**config.mk**
```make
export PLATFORM = sky130hd
export DESIGN_NAME = fgr_regs
export DESIGN_NICKNAME = d
export VERILOG_FILES = /design/src/verilog/fgr_pkg.sv /design/src/verilog/fgr_regs.sv
export SDC_FILE = /design/constraint.sdc
export NUM_CORES = 1
export LEC_CHECK = 0
export ABC_AREA = 1
export BUFFER_PORTS_ARGS = -buffer_cell sky130_fd_sc_hd__buf_2
export CAP_MARGIN = 20
export CORE_UTILIZATION = 45
export CTS_BUF_LIST = sky130_fd_sc_hd__clkbuf_4
export CTS_CLUSTER_SIZE = 20
export DETAILED_ROUTE_END_ITERATION = 12
export SYNTH_ARGS = -nofsm -noshare
export SYNTH_HDL_FRONTEND = slang
export SYNTH_SLANG_ARGS = --single-unit
```
**constraint.sdc**
```tcl
create_clock -name clk_sys -period 2.13 [get_ports clk_sys]
set_clock_uncertainty 0.1 [all_clocks]
set_input_delay 0.1065 -clock clk_sys [delete_from_list [all_inputs] [get_ports clk_sys]]
set_output_delay 0.1065 -clock clk_sys [all_outputs]
set_load 0.01 [all_outputs]
```
**src/verilog/fgr_pkg.sv**
```systemverilog
package fgr_pkg;
  localparam logic [7:0] ADDR_CHARGE = 8'h21;
  localparam logic [7:0] ADDR_MV_HIGH = 8'h22;
  localparam logic [7:0] ADDR_MV_LOW = 8'h23;
  localparam logic [7:0] ADDR_CONTROL = 8'h24;
  localparam logic [7:0] ADDR_CLEAR = 8'h25;

  localparam int CTRL_ENABLE_BIT = 0;
  localparam int CTRL_SLEEP_BIT = 1;
  localparam int CTRL_PERIOD_BIT = 2;
  localparam int CLEAR_STROBE_BIT = 7;
  localparam int MV_LOW_LSB = 3;
  localparam int MV_SPLIT = 5;

  localparam logic [2:0] CONTROL_RESET = 3'h0;
  localparam logic [6:0] CHARGE_RESET = 7'h00;
  localparam logic [12:0] MV_RESET = 13'h0000;
  localparam logic [6:0] CHARGE_MAX = 7'h64;
  localparam logic [7:0] READ_ZERO = 8'h00;

  localparam longint CLK_HZ = 100_000_000;
  localparam longint SLEEP_SHORT_MIN = 5;
  localparam longint SLEEP_LONG_MIN = 20;
  localparam logic [39:0] SLEEP_SHORT_CYC = 40'(SLEEP_SHORT_MIN * 60 * CLK_HZ);
  localparam logic [39:0] SLEEP_LONG_CYC = 40'(SLEEP_LONG_MIN * 60 * CLK_HZ);
endpackage

```
**src/verilog/fgr_regs.sv**
```systemverilog
`timescale 1ns/100ps
// Functional notes
// [RL1] Charge register holds a read-only percentage in bits 6:0, limited 0..100.
// [RL2] High voltage register shows measurement bits 12:5, read-only.
// [RL3] Low voltage register shows bits 4:0 in 7:3; bits 2:0 read zero.
// [RL4] Host computes millivolts as high times 32 plus low divided by 8.
// [RL5] Control bit 0 enables the gauge; resets to 0.
// [RL6] Control bit 1 selects sleep mode when set; resets to 0.
// [RL7] Control bit 2 picks sleep update interval: 0 five, 1 twenty minutes.
// [RL8] Writing 1 to clear bit 7 zeroes charge and both voltage registers; a measurement arriving in the same cycle is stored instead.
// [RL9] Clear strobe lasts one cycle, reads zero, writing 0 does nothing.
// [RL10] Unused bits ignore writes and read zero; read-only registers ignore writes.
module fgr_regs #(
  parameter logic [39:0] SLEEP_SHORT_CYC = fgr_pkg::SLEEP_SHORT_CYC,
  parameter logic [39:0] SLEEP_LONG_CYC = fgr_pkg::SLEEP_LONG_CYC
) (
  input wire logic clk_sys, // 100 MHz system clock
  input wire logic rstn, // Asynchronous reset, active low
  input wire logic [7:0] reg_addr, // Register address from serial port
  input wire logic [7:0] reg_wdata, // Write data
  input wire logic reg_wr, // Write strobe, one cycle
  input wire logic reg_rd, // Read strobe, one cycle
  output logic [7:0] reg_rdata, // Read data, valid with reg_rvalid
  output logic reg_rvalid, // Read data valid pulse
  input wire logic meas_valid, // New measurement pulse from gauge core
  input wire logic [6:0] meas_charge, // Measured charge percent
  input wire logic [12:0] meas_mv, // Measured battery millivolts
  output logic gauge_enable, // Gauge on
  output logic sleep_mode, // Sleep mode selected
  output logic sleep_period_long, // Twenty minute sleep interval
  output logic clear_pulse, // Clear written last cycle; results zeroed unless meas_valid came with it
  output logic sleep_update // Sleep-mode update request pulse
);
  logic [6:0] charge_percent_reg;
  logic [12:0] battery_mv_reg;
  logic [2:0] gauge_control_reg;
  logic [39:0] sleep_count_reg;
  logic wr_control;
  logic clear_hit;
  logic [39:0] sleep_limit;

  function automatic logic [6:0] clamp_charge(input logic [6:0] v);
    clamp_charge = (v > fgr_pkg::CHARGE_MAX) ? fgr_pkg::CHARGE_MAX : v;
  endfunction

  assign wr_control = reg_wr && (reg_addr == fgr_pkg::ADDR_CONTROL);
  // [RL9] Only a written one strobes
  assign clear_hit = reg_wr && (reg_addr == fgr_pkg::ADDR_CLEAR) &&
                     reg_wdata[fgr_pkg::CLEAR_STROBE_BIT];
  // [RL7] Interval select
  assign sleep_limit = gauge_control_reg[fgr_pkg::CTRL_PERIOD_BIT] ?
                       SLEEP_LONG_CYC : SLEEP_SHORT_CYC;

  // [RL5] Control bits stored
  // [RL6] Sleep select stored
  always_ff @(posedge clk_sys or negedge rstn) begin
    if (!rstn) begin
      gauge_control_reg <= fgr_pkg::CONTROL_RESET;
    end else if (wr_control) begin
      gauge_control_reg <= reg_wdata[2:0];
    end
  end

  // [RL8] Results cleared, but a measurement
  // arriving in the same cycle wins so it is not lost
  always_ff @(posedge clk_sys or negedge rstn) begin
    if (!rstn) begin
      charge_percent_reg <= fgr_pkg::CHARGE_RESET;
      battery_mv_reg <= fgr_pkg::MV_RESET;
    end else if (meas_valid) begin
      // [RL1] Percent limited to 100
      charge_percent_reg <= clamp_charge(meas_charge);
      battery_mv_reg <= meas_mv;
    end else if (clear_hit) begin
      charge_percent_reg <= fgr_pkg::CHARGE_RESET;
      battery_mv_reg <= fgr_pkg::MV_RESET;
    end
  end

  // [RL9] Strobe lasts one cycle
  always_ff @(posedge clk_sys or negedge rstn) begin
    if (!rstn) begin
      clear_pulse <= 1'b0;
    end else begin
      clear_pulse <= clear_hit;
    end
  end

  // Sleep interval timer; restarts whenever sleep is left or retimed
  always_ff @(posedge clk_sys or negedge rstn) begin
    if (!rstn) begin
      sleep_count_reg <= 40'h00_0000_0000;
      sleep_update <= 1'b0;
    end else if (!(gauge_control_reg[fgr_pkg::CTRL_ENABLE_BIT] &&
                   gauge_control_reg[fgr_pkg::CTRL_SLEEP_BIT]) ||
                 wr_control) begin
      sleep_count_reg <= 40'h00_0000_0000;
      sleep_update <= 1'b0;
    end else if (sleep_count_reg >= sleep_limit - 40'h00_0000_0001) begin
      sleep_count_reg <= 40'h00_0000_0000;
      sleep_update <= 1'b1;
    end else begin
      sleep_count_reg <= sleep_count_reg + 40'h00_0000_0001;
      sleep_update <= 1'b0;
    end
  end

  always_ff @(posedge clk_sys or negedge rstn) begin
    if (!rstn) begin
      gauge_enable <= 1'b0;
      sleep_mode <= 1'b0;
      sleep_period_long <= 1'b0;
    end else begin
      gauge_enable <= gauge_control_reg[fgr_pkg::CTRL_ENABLE_BIT];
      sleep_mode <= gauge_control_reg[fgr_pkg::CTRL_SLEEP_BIT];
      sleep_period_long <= gauge_control_reg[fgr_pkg::CTRL_PERIOD_BIT];
    end
  end

  // Read path, one cycle latency
  always_ff @(posedge clk_sys or negedge rstn) begin
    if (!rstn) begin
      reg_rdata <= fgr_pkg::READ_ZERO;
      reg_rvalid <= 1'b0;
    end else begin
      reg_rvalid <= reg_rd;
      if (reg_rd) begin
        case (reg_addr)
          // [RL1] Bit 7 reads zero
          fgr_pkg::ADDR_CHARGE: reg_rdata <= {1'b0, charge_percent_reg};
          // [RL2] Upper voltage bits
          fgr_pkg::ADDR_MV_HIGH:
            reg_rdata <= battery_mv_reg[12:fgr_pkg::MV_SPLIT];
          // [RL3] Lower bits left-aligned
          fgr_pkg::ADDR_MV_LOW:
            reg_rdata <= {battery_mv_reg[fgr_pkg::MV_SPLIT-1:0], 3'h0};
          // [RL10] Unused bits zero
          fgr_pkg::ADDR_CONTROL: reg_rdata <= {5'h00, gauge_control_reg};
          // [RL9] Clear reads zero
          fgr_pkg::ADDR_CLEAR: reg_rdata <= fgr_pkg::READ_ZERO;
          default: reg_rdata <= fgr_pkg::READ_ZERO;
        endcase
      end
    end
  end
endmodule

```
After elaboration in Yosys (flattened, before gate mapping) --
Index checks and enable logic that the tools add are counted.
Word-level totals: register bits 77, bits in latches 0, RAM bits 0, memory bits (read-only) 0, input port bits 41, word-level logic and storage cells 38, memories 0
Operators by class: $add $sub $neg 2, multipliers 0, div/mod/pow operators 0, order comparisons 2, eq/ne operators 5, shift-type cells 0, multiplexer cells 11, bitwise gates (word level) 0, reduce and logical (&&, ||, !) cells 7
Operators by type and width (number):
- 40-bit two-way mux | 2
- 40-bit by 1-bit adder with 40-bit output, second input constant | 1
- 8-bit by 6-bit equality test with 1-bit output, second input constant | 5
- 40-bit greater-or-equal comparator | 1
- 37-bit by 1-bit subtractor with 38-bit output, second input constant | 1
- 37-bit two-way mux | 1
- 8-bit case mux with 4 select lines | 1
- 13-bit two-way mux | 2
- 7-bit two-way mux | 3
- 7-bit > comparator, second input constant | 1
- 1-bit logical AND | 4
- 1-bit two-way mux | 2
- 2-bit nonzero test | 1
- 1-bit logical NOT | 1
- 1-bit logical OR | 1

Longest topological paths before layout --
depth in word-level cells 5, mapped depth 13

Worst setup path before layout --
Ideal clock, no wire load.
path type register to register, start point register gauge_control_reg[2], end point register sleep_count_reg[24], arrival time 1747 ps, data required time 1914 ps, path slack 168 ps, cell stages (with the launch flop) 14, path through dfrtp_1 inv_1 ha_1 nand2_1 nor2_1 inv_1 nor2_1 nand2_1 nand2_1 nand2_1 nand3_2 buf_6 buf_6 nor2_1
On the way: longest elaborated chain between the ends 5
Ends and longest elaborated chain:
- start: declaration | line fgr_regs.sv:36 | logic [2:0] gauge_control_reg;
- start signal: assignment | line fgr_regs.sv:58 | gauge_control_reg <= fgr_pkg::CONTROL_RESET;
- start signal: assignment | line fgr_regs.sv:60 | gauge_control_reg <= reg_wdata[2:0];
- 37-bit two-way mux | line fgr_regs.sv:51 | assign sleep_limit = gauge_control_reg[fgr_pkg::CTRL_PERIOD_BIT] ?
- 37-bit by 1-bit subtractor with 38-bit output | line fgr_regs.sv:99 | end else if (sleep_count_reg >= sleep_limit - 40'h00_0000_0001) begin
- 40-bit greater-or-equal comparator | line fgr_regs.sv:99
- 40-bit two-way mux | line fgr_regs.sv:99
- 40-bit two-way mux | line fgr_regs.sv:94 | end else if (!(gauge_control_reg[fgr_pkg::CTRL_ENABLE_BIT] &&
- end signal: assignment | line fgr_regs.sv:103 | sleep_count_reg <= sleep_count_reg + 40'h00_0000_0001;
- end: declaration | line fgr_regs.sv:37 | logic [39:0] sleep_count_reg;
No other way between the ends. A chain may end at the register's enable or synchronous reset.

Worst setup path after layout --
start point register gauge_control_reg[2], end point register sleep_count_reg[25]
The elaborated chain is that of the path after synthesis.

==> flow_summary.yaml <==
run_status:
  status: "finished with violations"
  failed_checks: "negative setup slack"
timing:
  min_period_over_period: 1.04
  whs_ns: 0.0221
  worstMarginPinSlew_ns: 0.634
  finalHoldViolCount: 0
  finalSetupViolations: 39
  slew_viol_final: 0
  slew_headroom: 0.577
  rsz0062_at_grt: "true"
  finalCriticalPeriod_ns: 2.23
  setup_tns_ns: -2.31
  fmax_ghz: 0.449
  finalWorstSetupSlack_ns: -0.0957
critical_path:
  critical_path.top_delay_family: "simple AND/OR/NAND/NOR gates"
  timing.critical_path.mode_cell: "nor2_2"
  critPathSlowestCell: "dfrtp_1"
  crit_type: "register to register"
  crit_fanout: 8
  crit_buf_inv: 2
  critPathLaunch: "gauge_control_reg[2]"
  start_kind: "register"
  crit_path_end_kind: "register"
  reg2reg_from: "gauge_control_reg[2]"
  required_ns: 2.41
  cpPeakStageDelay_ns: 0.43
  crit_arrival_ns: 2.50
  crit_chain: "buf_4 > ha_1 > nand2_1 > nor2_2 > nand3_1 > nor2_2 > nand3_2 > nand3_4 > clkbuf_16 > nor2_1"
placement:
  pre_cts_ws_ns: -0.00924
  port-buffer-count: 50
  dp.cells: 836
  routabilityCongestion: 0.891
  dp_hpwl_mm: 8.65
yosys:
  synth_xor_area_frac: 0
  synth-simple-area-share: 0.446
  synth_top_cell_by_area: "dfrtp_1"
  synth.top_cell.area_share: 0.424
  ys_ff_latch: 77
  syn_area_per_cell_um2: 7.02
  syn_inst: 648
  yosysUniqueCellTypes: 29
  synth_compound_area_frac: 0.0325
  synthTopCellsByArea: "dfrtp_1, nand2_1, nand3_1, nor2_1, inv_1"
  synth_warnings: 0
  synth_top_family_by_area: "simple AND/OR/NAND/NOR gates"
  synthMuxAreaShare: 0
  yosys.area_share.adder: 0.0358
  syn_area_mm2: 0.00455
  yosysSeqAreaShare: 0.424
pwr:
  p_leak_uw: 0.00282
  vdd_drop_max_mv: 0.530
  power_density_mw_per_mm2: 479
  totalPowerFinal_uw: 2980
final_layout:
  nets: 841
  antenna_cells: 0
  drive_gt1_frac: 0.210
  final_cells: 925
  largest_register_ffs: 40
  syn2layout_area_growth_pct: 36.8
floorplanning:
  die_y_um: 103
  die_w_um: 103
  io_pins: 55
  die_area_mm2: 0.0105
  core_mm2: 0.00977
  fp-row-count: 36
  start_util: 0.465
routing:
  post_drt_wl_per_cell_um: 14.7
  drt_pass1_iterations: 8
  drc_errors: 0
  drt_iter0_drc: 171
  vias: 4836
  drtAntennaViolNets: 0
  drt-vias-per-instance: 5.23
  wl_mm: 13.6
global_routing:
  grt_antenna_before_repair: 0
  grt_start_max_net_pins: 46
  first_global_vias: 4646
  track_usage: 0.270
  grt_pass1_wl_mm: 21.2
  grt_overflow: 0
clock_tree:
  root_buffer: "clkbuf_4"
  clk_latency_ns: 0.47
  numCtsBuffers: 9
  htreeDepth: 3
  clockBufferDepth: 2
  path_clk_slew_ns: 0.12
  cts.sinks: 77
  tritoncts: "built"
hold_path:
  holdCritStartpoint: "reg_wr"
  worstHoldPathType: "primary input to register"
run:
  cap_violations: 0
[cells in the mapped netlist]
library cell and instances:
a21o_1 6, a21oi_1 5, buf_2 8, buf_6 4, clkbuf_1 5, clkinv_1 1, conb_1 1, dfrtp_1 77
ha_1 13, inv_1 45, inv_2 1, nand2_1 205, nand2_2 3, nand3_1 108, nand3_2 3, nand3b_1 3
nand4_1 13, nor2_1 117, nor2_2 3, nor2_4 2, nor3_1 3, nor3_2 1, nor3b_1 1, o211ai_1 2
o21a_1 1, o21ai_0 5, o21bai_1 4, or2_1 1, or2_2 7
[final timing paths]
kind / cells past startpoint / slack, ns / endpoint
max: 10 / -0.1 / sleep_count_reg[25]
min: 4 / 0.02 / charge_percent_reg[2]
max reg2reg: 10 / -0.1 / sleep_count_reg[25]
min reg2reg: 0 / 0.37 / sleep_mode
max in group asynchronous: 3 / 1.23 / reg_rdata[2]
min in group asynchronous: 2 / 0.09 / sleep_count_reg[6]
[cell type report]
type	count	area (um^2)
fill	853	3550
multi-input combinational	508	2560
sequential	77	1930
timing repair buffer	144	1220
inverter	47	184
tap	133	166
clock inverter	6	95.1
clock buffer	10	75.1
[metrics by stage]
| stage | utilization | instance area (um^2) |
|---|---|---|
| 2_1_floorplan | - | 4550 |
| 3_3_place_gp | 0.515 | 5040 |
| 3_5_place_dp | 0.515 | 5040 |
| 4_1_cts | 0.607 | 5930 |
| 5_1_grt | 0.637 | 6220 |
| 6_report | 0.637 | 6220 |
[cells by family (layout without fill, tap and decap cells)]
kind of cell    count (synthesis)  count (layout)
compound gates                 23              23
fa+ha+maj                      13              13
buf+inv                        64             207
flops                          77              77
other cells                     1               2
simple gates                  470             470
[what timing repair did]
item,4_1_cts,5_1_grt
buffers inserted,2,5
endpoints found under the setup margin,2,45
gates resized for setup,9,48
pin swaps,1,20
hold buffers,62,0
gates cloned,1,4
endpoints found under the hold margin,98,0
[cell usage in the layout (no fill, tap or decap), types with 4 or more instances in the layout]
master         synthesis  routed
a21o_1                 6       6
buf_2                  8      49
buf_4                  0      26
clkbuf_4               0      10
dfrtp_1               77      77
dlygate4sd3_1          0      61
ha_1                  13       8
ha_4                   0       5
inv_1                 45      44
nand2_1              205     200
nand2_2                3       8
nand3_1              108     106
nand3_2                3       4
nand4_1               13      13
nor2_1               117      87
nor2_2                 3      26
nor2_4                 2       9
o21ai_0                5       5
o21bai_1               4       4
or2_2                  7       7
[power by group]
part | total, uW | switching (uW) | internal [uW]
clock | 1070 | 567 | 498
sequential | 1530 | 26.4 | 1510
combinational | 383 | 192 | 191
total | 2980 | 786 | 2200
[routing by layer]
| layer | vias up | wire, um | global-route usage |
|---|---|---|---|
| li1 | 2363 | - | - |
| met1 | 2254 | 5330 | 0.297 |
| met2 | 173 | 6860 | 0.477 |
| met3 | 46 | 743 | 0.0685 |
| met4 | 0 | 627 | 0.145 |
| met5 | - | 0 | 0 |
[tightest hold or removal path: stages]
cell,delay (ns)
buf_2,0.09
nand3_1,0.19
nand3_1,0.12
nand2_1,0.05
Note: power is estimated with default switching activity, not from simulation.
